--- src/rtl/qhp_pkg.sv ---
// package for the quad uart host port status block
// shared by the device top and the verification side
package qhp_pkg;
    // =========================================
    // register map (byte addresses, one word each)
    localparam logic [7:0] ADDR_HOST_CMD = 8'h00;
    localparam logic [7:0] ADDR_HOST_RDATA = 8'h04;
    localparam logic [7:0] ADDR_CFG = 8'h08;
    localparam logic [7:0] ADDR_CHAN_STAT = 8'h0c;
    localparam logic [7:0] ADDR_STATUS = 8'h10;
    localparam int NUM_CHAN = 4;
    localparam int REG_ADDR_W = 3;
    localparam int DATA_W = 8;
    localparam int FIFO_DEPTH = 64;
    localparam int CNT_W = 7;
    // host_cmd fields
    localparam int CMD_DATA_LSB = 0;
    localparam int CMD_ADDR_LSB = 8;
    localparam int CMD_SEL_LSB = 12;
    localparam int CMD_WRITE_BIT = 16;
    localparam int CMD_BCAST_BIT = 17;
    // cfg fields
    localparam int CFG_STYLE_BIT = 0;
    localparam int CFG_IRQMODE_BIT = 1;
    localparam int CFG_RESET_BIT = 2;
    // per channel register offsets and bits
    localparam logic [2:0] OFS_DATA = 3'h0;
    localparam logic [2:0] OFS_FCR = 3'h2;
    localparam logic [2:0] OFS_MCR = 3'h4;
    localparam logic [2:0] OFS_LSR = 3'h5;
    localparam int FCR_EN_BIT = 0;
    localparam int FCR_BLOCK_BIT = 3;
    localparam int FCR_TRIG_LSB = 6;
    localparam int MCR_IRQEN_BIT = 3;
    localparam int LSR_THRE_BIT = 5;
    localparam int LSR_TEMT_BIT = 6;
    localparam logic [7:0] FCR_RESET = 8'h00;
    localparam logic [7:0] MCR_RESET = 8'h00;
    // timing
    localparam int CLK_PERIOD_NS = 20;
    localparam int RESET_MIN_NS = 40;
    localparam int RESET_MIN_CYC = (RESET_MIN_NS + CLK_PERIOD_NS - 1) / CLK_PERIOD_NS + 1;
    localparam int RX_TIMEOUT_CYC = 64;
    localparam logic [1:0] RESP_OKAY = 2'b00;
    localparam logic [1:0] RESP_SLVERR = 2'b10;
endpackage

--- src/rtl/qhp_top.sv ---
// quad uart host port: channel select decode, per channel fifo status and ready/irq outputs
// assumes an axi4-lite master on aclk; serial side is modelled by rx push and tx pop strobes
`timescale 1ns/1ps
// Contract
// - eight data bits, three register address lines
// - bus access needs no baud clock
// - shared data bus, only selected responds
// - reset over 40 ns restores defaults
// - per channel low selects pick channel
// - all selects low writes all channels
// - single select plus two address bits
// - address bits ignored in separate style
// - fifo on: tx irq low above trigger
// - fifo off: rx irq high with byte
// - fifo on: rx irq high above trigger
// - fifo control bit three selects block
// - rx ready low when data held
// - block rx ready: trigger/timeout falls, empty rises
// - tx ready low only when empty
// - block tx ready low unless full
// - line status five/six: room, empty
// - one oscillator feeds every baud generator
// - irq mode pin and modem bit gate irq
module qhp_top (
    input wire logic aclk,
    input wire logic aresetn,
    input wire logic [7:0] s_axi_awaddr,
    input wire logic s_axi_awvalid,
    output logic s_axi_awready,
    input wire logic [31:0] s_axi_wdata,
    input wire logic [3:0] s_axi_wstrb,
    input wire logic s_axi_wvalid,
    output logic s_axi_wready,
    output logic [1:0] s_axi_bresp,
    output logic s_axi_bvalid,
    input wire logic s_axi_bready,
    input wire logic [7:0] s_axi_araddr,
    input wire logic s_axi_arvalid,
    output logic s_axi_arready,
    output logic [31:0] s_axi_rdata,
    output logic [1:0] s_axi_rresp,
    output logic s_axi_rvalid,
    input wire logic s_axi_rready,
    input wire logic osc_in,
    output logic osc_out,
    input wire logic [3:0] rx_push,
    input wire logic [3:0] tx_pop,
    output logic [3:0] irq_out,
    output logic [3:0] rx_ready_n,
    output logic [3:0] tx_ready_n
);
    import qhp_pkg::*;

    // =========================================
    // axi4-lite slave
    logic aw_hold_reg, aw_hold_next, w_hold_reg, w_hold_next;
    logic [7:0] awaddr_reg, awaddr_next;
    logic [31:0] wdata_reg, wdata_next;
    logic bvalid_reg, bvalid_next, rvalid_reg, rvalid_next;
    logic [1:0] bresp_reg, bresp_next, rresp_reg, rresp_next;
    logic [31:0] rdata_reg, rdata_next;
    logic [2:0] cfg_reg, cfg_next;
    logic [31:0] cmd_reg, cmd_next;
    logic [7:0] hrdata_reg, hrdata_next;
    logic [2:0] rst_cnt_reg, rst_cnt_next;
    logic do_wr, do_rd, host_go;

    // per channel state
    logic [7:0] fcr_reg [NUM_CHAN];
    logic [7:0] fcr_next [NUM_CHAN];
    logic [7:0] mcr_reg [NUM_CHAN];
    logic [7:0] mcr_next [NUM_CHAN];
    logic [CNT_W-1:0] rxc_reg [NUM_CHAN];
    logic [CNT_W-1:0] rxc_next [NUM_CHAN];
    logic [CNT_W-1:0] txc_reg [NUM_CHAN];
    logic [CNT_W-1:0] txc_next [NUM_CHAN];
    logic [6:0] tmo_reg [NUM_CHAN];
    logic [6:0] tmo_next [NUM_CHAN];
    logic [3:0] rx_ready_n_reg, rx_ready_n_next;
    logic [3:0] sel;
    logic host_wr;
    logic [2:0] host_addr;
    logic [7:0] host_data;
    logic chan_rst;

    // =========================================
    // helper functions
    function automatic logic [CNT_W-1:0] trig_level(input logic [1:0] code);
        case (code)
            2'd0: trig_level = 7'd1;
            2'd1: trig_level = 7'd16;
            2'd2: trig_level = 7'd32;
            default: trig_level = 7'd56;
        endcase
    endfunction

    // capacity of one direction: a single holding register while the fifo is off
    function automatic logic [CNT_W-1:0] cap_of(input logic fen);
        if (fen) begin
            cap_of = 7'(FIFO_DEPTH);
        end else begin
            cap_of = 7'd1;
        end
    endfunction

    function automatic logic [7:0] lsr_of(input int c);
        logic [7:0] v;
        v = 8'h00;
        v[0] = (rxc_reg[c] != '0);
        v[LSR_THRE_BIT] = (txc_reg[c] < cap_of(fcr_reg[c][FCR_EN_BIT]));
        v[LSR_TEMT_BIT] = (txc_reg[c] == '0);
        lsr_of = v;
    endfunction

    assign do_wr = aw_hold_reg && w_hold_reg && !bvalid_reg;
    assign do_rd = s_axi_arvalid && s_axi_arready;
    assign s_axi_awready = !aw_hold_reg && !bvalid_reg;
    assign s_axi_wready = !w_hold_reg && !bvalid_reg;
    assign s_axi_arready = !rvalid_reg;
    assign s_axi_bvalid = bvalid_reg;
    assign s_axi_bresp = bresp_reg;
    assign s_axi_rvalid = rvalid_reg;
    assign s_axi_rresp = rresp_reg;
    assign s_axi_rdata = rdata_reg;

    always_comb begin
        aw_hold_next = aw_hold_reg;
        w_hold_next = w_hold_reg;
        awaddr_next = awaddr_reg;
        wdata_next = wdata_reg;
        bvalid_next = bvalid_reg;
        bresp_next = bresp_reg;
        rvalid_next = rvalid_reg;
        rresp_next = rresp_reg;
        rdata_next = rdata_reg;
        cfg_next = cfg_reg;
        cmd_next = cmd_reg;
        host_go = 1'b0;
        if (s_axi_awvalid && s_axi_awready) begin
            aw_hold_next = 1'b1;
            awaddr_next = s_axi_awaddr;
        end
        if (s_axi_wvalid && s_axi_wready) begin
            w_hold_next = 1'b1;
            wdata_next = s_axi_wdata;
        end
        if (do_wr) begin
            aw_hold_next = 1'b0;
            w_hold_next = 1'b0;
            bvalid_next = 1'b1;
            bresp_next = RESP_OKAY;
            // byte strobes ignored: host_cmd always takes the whole 32-bit word, cfg its low three bits
            case (awaddr_reg)
                ADDR_HOST_CMD: begin
                    cmd_next = wdata_reg;
                    host_go = 1'b1;
                end
                ADDR_CFG: cfg_next = wdata_reg[2:0];
                default: bresp_next = RESP_SLVERR;
            endcase
        end
        if (bvalid_reg && s_axi_bready) begin
            bvalid_next = 1'b0;
        end
        if (do_rd) begin
            rvalid_next = 1'b1;
            rresp_next = RESP_OKAY;
            case (s_axi_araddr)
                ADDR_HOST_CMD: rdata_next = cmd_reg;
                ADDR_HOST_RDATA: rdata_next = {24'h000000, hrdata_reg};
                ADDR_CFG: rdata_next = {29'h0, cfg_reg};
                ADDR_CHAN_STAT: rdata_next = {20'h0, irq_out, rx_ready_n, tx_ready_n};
                ADDR_STATUS: rdata_next = {1'b0, rxc_reg[3], 1'b0, rxc_reg[2], 1'b0, rxc_reg[1], 1'b0, rxc_reg[0]};
                default: begin
                    rdata_next = 32'h00000000;
                    rresp_next = RESP_SLVERR;
                end
            endcase
        end else if (rvalid_reg && s_axi_rready) begin
            rvalid_next = 1'b0;
        end
    end

    // =========================================
    // channel decode
    // decode the word being written, so the access lands on the same edge as the bus write
    always_comb begin
        host_wr = cmd_next[CMD_WRITE_BIT];
        host_addr = cmd_next[CMD_ADDR_LSB +: REG_ADDR_W];
        host_data = cmd_next[CMD_DATA_LSB +: DATA_W];
        sel = 4'b0000;
        if (cfg_reg[CFG_STYLE_BIT]) begin
            sel = ~cmd_next[CMD_SEL_LSB +: 4];
            if (!host_wr && sel == 4'b1111) begin
                sel = 4'b0000;
            end
        end else if (!cmd_next[CMD_SEL_LSB]) begin
            sel[cmd_next[CMD_SEL_LSB+2 +: 2]] = 1'b1;
        end
    end

    // software reset held one cycle beyond 40 ns
    always_comb begin
        rst_cnt_next = rst_cnt_reg;
        if (cfg_reg[CFG_RESET_BIT]) begin
            if (rst_cnt_reg < 3'(RESET_MIN_CYC)) begin
                rst_cnt_next = rst_cnt_reg + 3'd1;
            end
        end else begin
            rst_cnt_next = 3'd0;
        end
    end
    assign chan_rst = (rst_cnt_reg >= 3'(RESET_MIN_CYC));

    // =========================================
    // per channel registers and fifo counts
    always_comb begin
        hrdata_next = hrdata_reg;
        rx_ready_n_next = rx_ready_n_reg;
        for (int c = 0; c < NUM_CHAN; c++) begin
            fcr_next[c] = fcr_reg[c];
            mcr_next[c] = mcr_reg[c];
            rxc_next[c] = rxc_reg[c];
            txc_next[c] = txc_reg[c];
            tmo_next[c] = tmo_reg[c];
            // host access on bus clock, baud clock not needed
            // write lands in each selected channel
            if (host_go && sel[c] && host_wr) begin
                case (host_addr)
                    OFS_DATA: begin
                        if (txc_reg[c] < cap_of(fcr_reg[c][FCR_EN_BIT])) begin
                            txc_next[c] = txc_reg[c] + 7'd1;
                        end
                    end
                    OFS_FCR: fcr_next[c] = host_data;
                    OFS_MCR: mcr_next[c] = host_data;
                    default: ;
                endcase
            end
            if (host_go && sel[c] && !host_wr) begin
                case (host_addr)
                    OFS_DATA: begin
                        hrdata_next = 8'h00;
                        if (rxc_reg[c] != '0) begin
                            rxc_next[c] = rxc_reg[c] - 7'd1;
                        end
                    end
                    OFS_FCR: hrdata_next = fcr_reg[c];
                    OFS_MCR: hrdata_next = mcr_reg[c];
                    OFS_LSR: hrdata_next = lsr_of(c);
                    default: hrdata_next = 8'h00;
                endcase
            end
            // a pop on an empty transmitter is ignored
            if (tx_pop[c] && txc_next[c] != '0) begin
                txc_next[c] = txc_next[c] - 7'd1;
            end
            // a byte that finds the receiver full is lost, as an overrun would be
            if (rx_push[c] && rxc_next[c] < cap_of(fcr_reg[c][FCR_EN_BIT])) begin
                rxc_next[c] = rxc_next[c] + 7'd1;
            end
            // receive timeout: data held and no activity
            if (rx_push[c] || rxc_reg[c] == '0 || (host_go && sel[c])) begin
                tmo_next[c] = 7'd0;
            end else if (tmo_reg[c] < 7'(RX_TIMEOUT_CYC)) begin
                tmo_next[c] = tmo_reg[c] + 7'd1;
            end
            // falls at trigger or timeout, rises on empty
            if (rxc_next[c] == '0) begin
                rx_ready_n_next[c] = 1'b1;
            end else if (rxc_reg[c] >= trig_level(fcr_reg[c][FCR_TRIG_LSB +: 2])
                         || tmo_reg[c] == 7'(RX_TIMEOUT_CYC)) begin
                rx_ready_n_next[c] = 1'b0;
            end
            if (!fcr_next[c][FCR_EN_BIT] && fcr_reg[c][FCR_EN_BIT]) begin
                rxc_next[c] = '0;
                txc_next[c] = '0;
            end
        end
    end

    // =========================================
    // output pins
    always_comb begin
        for (int c = 0; c < NUM_CHAN; c++) begin
            logic fen, blk, tirq, rirq;
            fen = fcr_reg[c][FCR_EN_BIT];
            // block mode only with fifo on
            blk = fen && fcr_reg[c][FCR_BLOCK_BIT];
            tirq = fen ? (txc_reg[c] <= trig_level(fcr_reg[c][FCR_TRIG_LSB +: 2])) : (txc_reg[c] == '0);
            rirq = fen ? (rxc_reg[c] >= trig_level(fcr_reg[c][FCR_TRIG_LSB +: 2])) : (rxc_reg[c] != '0);
            // mode input 1 continuous, else modem bit 3 gates
            irq_out[c] = (tirq || rirq) && (cfg_reg[CFG_IRQMODE_BIT] || mcr_reg[c][MCR_IRQEN_BIT]);
            rx_ready_n[c] = blk ? rx_ready_n_reg[c] : (rxc_reg[c] == '0);
            tx_ready_n[c] = blk ? (txc_reg[c] == 7'(FIFO_DEPTH)) : (txc_reg[c] != '0);
        end
    end

    // one oscillator shared; bus logic never uses it
    assign osc_out = ~osc_in;

    always_ff @(posedge aclk) begin
        if (!aresetn) begin
            aw_hold_reg <= 1'b0;
            w_hold_reg <= 1'b0;
            awaddr_reg <= 8'h00;
            wdata_reg <= 32'h00000000;
            bvalid_reg <= 1'b0;
            bresp_reg <= RESP_OKAY;
            rvalid_reg <= 1'b0;
            rresp_reg <= RESP_OKAY;
            rdata_reg <= 32'h00000000;
            cfg_reg <= 3'h1;
            cmd_reg <= 32'h0000f000;
            rst_cnt_reg <= 3'd0;
        end else begin
            aw_hold_reg <= aw_hold_next;
            w_hold_reg <= w_hold_next;
            awaddr_reg <= awaddr_next;
            wdata_reg <= wdata_next;
            bvalid_reg <= bvalid_next;
            bresp_reg <= bresp_next;
            rvalid_reg <= rvalid_next;
            rresp_reg <= rresp_next;
            rdata_reg <= rdata_next;
            cfg_reg <= cfg_next;
            cmd_reg <= cmd_next;
            rst_cnt_reg <= rst_cnt_next;
        end
    end

    always_ff @(posedge aclk) begin
        if (!aresetn || chan_rst) begin
            hrdata_reg <= 8'h00;
            rx_ready_n_reg <= 4'hf;
            for (int c = 0; c < NUM_CHAN; c++) begin
                fcr_reg[c] <= FCR_RESET;
                mcr_reg[c] <= MCR_RESET;
                rxc_reg[c] <= '0;
                txc_reg[c] <= '0;
                tmo_reg[c] <= '0;
            end
        end else begin
            hrdata_reg <= hrdata_next;
            rx_ready_n_reg <= rx_ready_n_next;
            for (int c = 0; c < NUM_CHAN; c++) begin
                fcr_reg[c] <= fcr_next[c];
                mcr_reg[c] <= mcr_next[c];
                rxc_reg[c] <= rxc_next[c];
                txc_reg[c] <= txc_next[c];
                tmo_reg[c] <= tmo_next[c];
            end
        end
    end
endmodule

--- config.mk ---
export PLATFORM = sky130hd
export DESIGN_NAME = qhp_top
export DESIGN_NICKNAME = d
export VERILOG_FILES = /design/src/rtl/qhp_pkg.sv /design/src/rtl/qhp_top.sv
export SDC_FILE = /design/constraint.sdc
export NUM_CORES = 1
export LEC_CHECK = 0
export BUFFER_PORTS_ARGS = -buffer_cell sky130_fd_sc_hd__buf_4
export CORE_MARGIN = 2
export CORE_UTILIZATION = 40
export CTS_BUF_LIST = sky130_fd_sc_hd__clkbuf_4 sky130_fd_sc_hd__clkbuf_8
export DETAILED_ROUTE_END_ITERATION = 6
export GPL_TIMING_DRIVEN = 0
export SETUP_SLACK_MARGIN = 0.1
export SLEW_MARGIN = 5
export SYNTH_ARGS = -nofsm -noshare
export SYNTH_HDL_FRONTEND = slang
export SYNTH_SLANG_ARGS = --single-unit
--- constraint.sdc ---
create_clock -name aclk -period 3.9 [get_ports aclk]
set_input_delay 0.585 -clock aclk [delete_from_list [all_inputs] [get_ports aclk]]
set_output_delay 0.585 -clock aclk [all_outputs]
set_load 0.02 [all_outputs]
==> results of run 1 <==
layer usage:
layer / part of all wire [%] / up-vias
li1: - / 7556
met4: 4.0 / 0
met1: 43 / 7560
met3: 7.5 / 133
met2: 45 / 629
met5: 0 / -
how the worst max path moves through the flow:
stage / endpoint / slack [ps] / depth (start not counted)
finish: rx_ready_n_reg[3] / 140 / 13
global route: rx_ready_n_reg[3] / 50 / 13
CTS: rx_ready_n_reg[1] / 50 / 15
detailed placement: rx_ready_n_reg[0] / -740 / 15
global placement: rx_ready_n_reg[1] / -1360 / 15
floorplan: rx_ready_n_reg[3] / 100 / 10
worst max-delay path, stage by stage (launching register included):
cell      delay (ps)
dfxtp_4          350
or4_4            550
or4_4            610
buf_12           190
buf_4            140
nor3_4           210
a21boi_2         130
ha_1             240
nor2b_4          180
nand2_2          110
or4_1            490
a21boi_1         170
nor3_1            80
a211oi_2         220
repair_timing:
action | in CTS | in global routing
endpoints found under the setup margin | 103 | 64
setup buffers | 19 | 19
resized for setup | 66 | 90
pin swaps | 14 | 19
metrics by stage:
step | instances | hold slack, ps | setup TNS, ps
after floorplan | 2009 | 431 | 0
after global placement | 2641 | 437 | -54390
after detailed placement | 2643 | 446 | -18160
after CTS | 2748 | 147 | 0
after global routing | 2765 | 177 | 0
final | 2765 | 170 | 0
cells by family after synthesis:
group,synth area share (%)
AO/OA/AOI/OAI,19.2
XOR/XNOR,4.26
adder cells (fa/ha/maj),5.85
other,0.0237
multiplexers,4.41
AND/OR/NAND/NOR,27.3
buffers and inverters,4.07
flip-flops,34.9
final cells by class:
type	count	area [um^2]	share of cell area, %
repair buffers	154	1180	6.10
well taps	518	648	3.34
plain buffers	100	442	2.27
flip-flops and latches	276	5540	28.5
inverters	64	240	1.24
clock inverters	10	81.3	0.419
multi-input cells	1566	10300	53.0
clock buffers	77	985	5.07
power by group through the flow:
stage	Combinational [W]	Sequential, W	Clock, W
3_3_place_gp	0.00308	0.00334	0
5_1_grt	0.00397	0.00334	0.00310
6_report	0.00361	0.00331	0.00294
3_5_place_dp	0.00316	0.00334	0
2_1_floorplan	0.00231	0.00325	0
4_1_cts	0.00335	0.00329	0.00298
cells in the mapped netlist (all sizes together), types with 8 or more instances:
| library cell | n | area, um^2 |
|---|---|---|
| nor2 | 219 | 830 |
| a31oi | 20 | 125 |
| clkbuf | 93 | 349 |
| and2 | 40 | 250 |
| a22oi | 44 | 330 |
| a21boi | 72 | 541 |
| o31ai | 9 | 67.6 |
| nor2b | 28 | 175 |
| dfxtp | 276 | 5530 |
| nor4b | 8 | 85.1 |
| buf | 10 | 55.1 |
| nand3 | 78 | 390 |
| or3 | 18 | 113 |
| xor2 | 29 | 254 |
| and3 | 18 | 113 |
| nor3b | 8 | 60.1 |
| nand2 | 319 | 1200 |
| nor4 | 21 | 161 |
| ha | 74 | 926 |
| o21ai | 69 | 345 |
| nand4b | 9 | 78.8 |
| a21o | 15 | 113 |
| xnor2 | 48 | 420 |
| or4 | 12 | 93.8 |
| mux2i | 57 | 574 |
| nor3 | 62 | 327 |
| nand2b | 9 | 56.3 |
| inv | 64 | 240 |
| a31o | 11 | 96.3 |
| mux2 | 11 | 124 |
| a211oi | 27 | 203 |
| nand4 | 24 | 150 |
| a21oi | 95 | 475 |
==> metrics.md, run 1 <==
| Metric | Value |
|---|---|
| Number of synthesized flops with an enable pin | 0 |
| Worst R2R Setup Slack | 140 ps |
| Cts hold-fix bufs | 0 |
| CP endpoint kind | flip-flop |
| Core footprint | 0.0388 mm^2 |
| Post-synthesis cell type count | 85 |
| Vias after detailed routing | 15,900 |
| WL final | 55.3 mm |
| Ant. Diodes | 0 |
| GRT busiest layer | met2 |
| Sw Share | between 30% and 40% |
| Final design utilization | 50.0% |
| Clock Power Share | between 20% and 30% |
| CP max FO | 8 |
| CP startpoint kind | flip-flop |
| GPL Wtd Cong | roughly 0.95 |
| Worst clock skew | between 20 and 25 ps |
| Worst-skew pair later-pin latency | 650 ps |
| Seq/Total Area, Yosys | 34.9% |
| Combinational power share | 36.6% |
| DIE WIDTH | slightly above 200 um |
| Hpwl dp | approximately 40 mm |
| Max IR drop VDD | roughly 220 uV |
| FMAX | approximately 270 MHz |
| Static leakage | between 7 and 8 nW |
| Worst-margin pin slew | around 1300 ps |
| Antenna viol nets, final | 0 |
| Clk sinks | approximately 280 |
| Met3 Use GR | under 10% |
| Fin area | 0.0194 mm^2 |
| All-Layer GR Usage | a little over a quarter |
| Status | finished, final reports clean |
| WL per Instance | roughly 20 um |
| Worst Path Arrival | 4320 ps |
| Max Cap Viol | 0 |
| Die ar. | about 0.041 mm^2 |
| Place WS | -742 ps |
| Hold EP | s_axi_rvalid |
| Setup repair after global routing missed its margin | true |
| Switching power | between 0.003 and 0.004 W |
| Nets | ~2,400 |
| Hold Startpoint | s_axi_arvalid |
| Share of cells above drive strength 1 | 17.7% |
| Area Growth Syn to Fin | 22.6% |
| Met2 Use GR | approximately two fifths |
| Syn avg cell area | around 7.9 um^2 |
| # fillers | between 3,000 and 4,000 |
| Worst reg2reg startpoint | wdata_reg[8] |
| FP Rows | 72 |
| Design Power | ~0.0099 W |
| Root Buffer | clkbuf_8 |
| Pwr/cell area | between 500 and 600 mW/mm^2 |
| Sequential share of power | 33.6% |
| Post-route minimum period | about 3800 ps |
| Largest net degree at the start of global routing | 16 |
| Critical path class | reg -> reg |
| Cts bufs inserted | 49 |
| Final Hold Fails | 0 |
| Vias in the first global route | 15,000 |
| Initial DRC Count | 1,518 |
| Max Buffers Root-to-Sink | 3 |
| Met1 Resource Use GR | 33.9% |
| CTS tree | yes |
| Worst Setup Slack, final | 142 ps |
| Synthesis Warnings | 0 |
| Tcrit/Tclk final | between 90% and 100% |
| Initial antenna violation count | 0 |
| Main synth FF type | dfxtp_1 |
| Via/cell ratio | between 5 and 6 |
| Clock transition at path regs | 60 ps |
| Synth Cell Area | ~0.016 mm^2 |
| Async S/R FF share, synth | 0% |
| Max_slew headroom | roughly 12% |
| First-pass GRT wire length | 84.1 mm |
| DRT Pass-1 Iters | 7 |
| IO Pins | between 100 and 150 |
| Final setup viols | 0 |
| Overflow after GRT | 0 |
| Placed Area | 0.0174 mm^2 |
| Critical path startpoint | wdata_reg[8] |
| DRC viols | 0 |
| Max-slew violations | 0 |
| Commonest non-fill, non-tap cells in the layout | 317 x nand2_1, 267 x dfxtp_1, 210 x nor2_1 |
| H-Tree Depth | 2 |
| Post-Synthesis Cells | between 2,000 and 2,500 |
| FF-to-FF path depth | 13 |
| Critical Path RT | between 4000 and 5000 ps |
| Initial Util | 40.8% |
| Synthesis-stage register bit count | 276 |
| Die height | slightly above 200 um |
| IO Port Bufs | ~110 |
| Cell internal pwr | 0.00617 W |
| Hold Crit Depth | 2 |
| Hold crit path type | in -> reg |
| Reg2reg end | rx_ready_n_reg[3] |
| Commonest non-fill, non-tap cell in the layout | nand2_1 |
Note: power is estimated with default switching activity, not from simulation.
==> inputs of run 2 (changes only) <==
--- a/config.mk
+++ b/config.mk
@@ -5,11 +5,11 @@
 export SDC_FILE = /design/constraint.sdc
 export NUM_CORES = 1
 export LEC_CHECK = 0
-export BUFFER_PORTS_ARGS = -buffer_cell sky130_fd_sc_hd__buf_4
 export CORE_MARGIN = 2
 export CORE_UTILIZATION = 40
 export CTS_BUF_LIST = sky130_fd_sc_hd__clkbuf_4 sky130_fd_sc_hd__clkbuf_8
 export DETAILED_ROUTE_END_ITERATION = 6
+export DONT_BUFFER_PORTS = 1
 export GPL_TIMING_DRIVEN = 0
 export SETUP_SLACK_MARGIN = 0.1
 export SLEW_MARGIN = 5
==> metrics.md, run 2 (same netlist as run 1, synthesis figures left out) <==
| Metric | Value |
|---|---|
| Clk sinks | 276 |
| Worst reg2reg startpoint | wdata_reg[12] |
| Final Hold Fails | 0 |
| Commonest non-fill, non-tap cell in the layout | nand2_1 |
| Multi-input logic area | 0.0102 mm^2 |
| Static leakage | ~6.8 nW |
| FP Rows | 72 |
| Hold crit path type | in -> reg |
| Worst R2R Setup Slack | 150 ps |
| CTS tree | yes |
| Setup repair after global routing missed its margin | true |
| Worst clock skew | about 41 ps |
| Hpwl dp | 40.0 mm |
| Worst Setup Slack, final | approximately 150 ps |
| Max IR drop VDD | ~280 uV |
| Overflow after GRT | 0 |
| All-Layer GR Usage | 25.8% |
| Tcrit/Tclk final | a little over nine tenths |
| Vias in the first global route | ~14,000 |
| Place WS | -1070 ps |
| Critical path startpoint | wdata_reg[12] |
| Cells after DPL | ~2,500 |
| Max-slew violations | 0 |
| Critical Path RT | between 4000 and 5000 ps |
| # fillers | roughly 3,800 |
| Hold EP | s_axi_rvalid |
| DRT Pass-1 Iters | 7 |
| Failing checks | DRC |
| Max Buffers Root-to-Sink | 3 |
| Initial antenna violation count | 2 |
| Worst-skew pair later-pin latency | between 600 and 700 ps |
| Cts bufs inserted | 50 |
| Fin cells | ~2,700 |
| DIE WIDTH | 203 um |
| WL final | between 50 and 60 mm |
| Core footprint | about 0.039 mm^2 |
| Hold Startpoint | s_axi_arvalid |
| Initial DRC Count | roughly 1,400 |
| Hold Crit Depth | 1 |
| Worst-margin pin slew | 1450 ps |
| Pwr/cell area | about 520 mW/mm^2 |
| Initial Util | 40.8% |
| Commonest non-fill, non-tap cells in the layout | 319 x nand2_1, 270 x dfxtp_1, 214 x nor2_1 |
| Clock transition at path regs | roughly 70 ps |
| Die ar. | 0.0412 mm^2 |
| Worst Path Arrival | about 4300 ps |
| GPL Wtd Cong | 0.916 |
| Largest net degree at the start of global routing | 16 |
| Area Growth Syn to Fin | 16.8% |
| Die height | between 200 and 250 um |
| First-pass GRT wire length | roughly 83 mm |
| Max_slew headroom | under 10% |
| Share of cells above drive strength 1 | roughly an eighth |
| Post-route minimum period | around 3700 ps |
| Cts hold-fix bufs | 0 |
| Final setup viols | 0 |
| Root Buffer | clkbuf_8 |
| IO Pins | around 120 |
| Max Cap Viol | 0 |
| H-Tree Depth | 2 |
| Sequential cell area | around 0.0055 mm^2 |
| Critical path class | reg -> reg |
| DRC viols | 9 |
| Status | finished with violations |
| Antenna viol nets, final | 0 |
| Hold WS | about 60 ps |
| CP max FO | 10 |
| WL per Instance | 20.6 um |
| FF-to-FF path depth | 10 |
| Vias after detailed routing | between 15,000 and 20,000 |
| IO Port Bufs | 0 |
| CP endpoint kind | flip-flop |
| Via/cell ratio | between 5 and 6 |
| CP startpoint kind | flip-flop |
| Nets | 2,241 |
| FMAX | roughly 270 MHz |
| Reg2reg end | rx_ready_n_reg[2] |
## run 2: changes by cell type in the layout (fill, tap and decap cells not counted), sizes merged
cell      change
buf         -114
clkinv        +7
clkbuf        -4
bufinv        +2
clkinvlp      -1
diode         +1
inv           -1
## run 2: how the worst max path moves through the flow
| stage | endpoint | slack, ps | cells past startpoint |
|---|---|---|---|
| floorplan | rx_ready_n_reg[3] | 100 | 10 |
| global placement | rx_ready_n_reg[1] | -1380 | 15 |
| detailed placement | rx_ready_n_reg[0] | -1070 | 15 |
| CTS | hrdata_reg[0] | 100 | 11 |
| global route | rx_ready_n_reg[0] | -30 | 16 |
| finish | rx_ready_n_reg[2] | 150 | 10 |
## run 2: final cells by class
| class | count | share of cell area [%] |
|---|---|---|
| tap | 518 | 3.50 |
| clock buffer | 72 | 4.88 |
| antenna | 1 | 0.0135 |
| sequential | 276 | 29.9 |
| clock inverter | 17 | 0.886 |
| multi-input combinational | 1566 | 55.4 |
| buffer | 99 | 2.33 |
| timing repair buffer | 42 | 1.79 |
| inverter | 64 | 1.30 |
## run 2: per-stage QoR
stage | TNS [ps] | util, % | total power [W] | area (um^2)
5_1_grt | -38.7 | 47.7 | 0.0101 | 18500
3_3_place_gp | -60390 | 42.5 | 0.00627 | 16500
6_report | 0 | 47.7 | 0.00960 | 18500
2_1_floorplan | 0 | - | 0.00556 | 15800
3_5_place_dp | -31750 | 42.5 | 0.00635 | 16500
4_1_cts | 0 | 46.4 | 0.00947 | 18000
## run 2: metal layers
metal | global-route usage (%) | share of wire (%) | vias to the layer above
met5 | 0 | 0.024 | -
li1 | - | - | 7335
met1 | 33.9 | 42 | 7463
met2 | 40.5 | 44 | 674
met4 | 11.9 | 4.5 | 2
met3 | 5.55 | 8.9 | 153
## run 2: repair_timing
action | in CTS | in global routing
gates cloned | 0 | 0
setup endpoints to repair | 101 | 75
resized for setup | 60 | 73
pin swaps | 12 | 21
buffers inserted | 17 | 23
## run 2: power by group
part           leakage (nW)  internal (W)  switching, W  total, W
clock                 0.577       0.00164       0.00134   0.00298
sequential             2.24       0.00302      0.000284   0.00331
combinational          3.99       0.00131       0.00200   0.00332
## run 2: worst max-delay path, cell delays in order, from the launching register on
cell and delay (ps):
dfxtp_1 330, clkbuf_1 510, nor2b_1 150, o21ai_1 1010
nor2_1 280, nand4_1 190, a21o_1 260, nor2_1 80
a21o_1 270, or3_1 370, a32oi_1 190
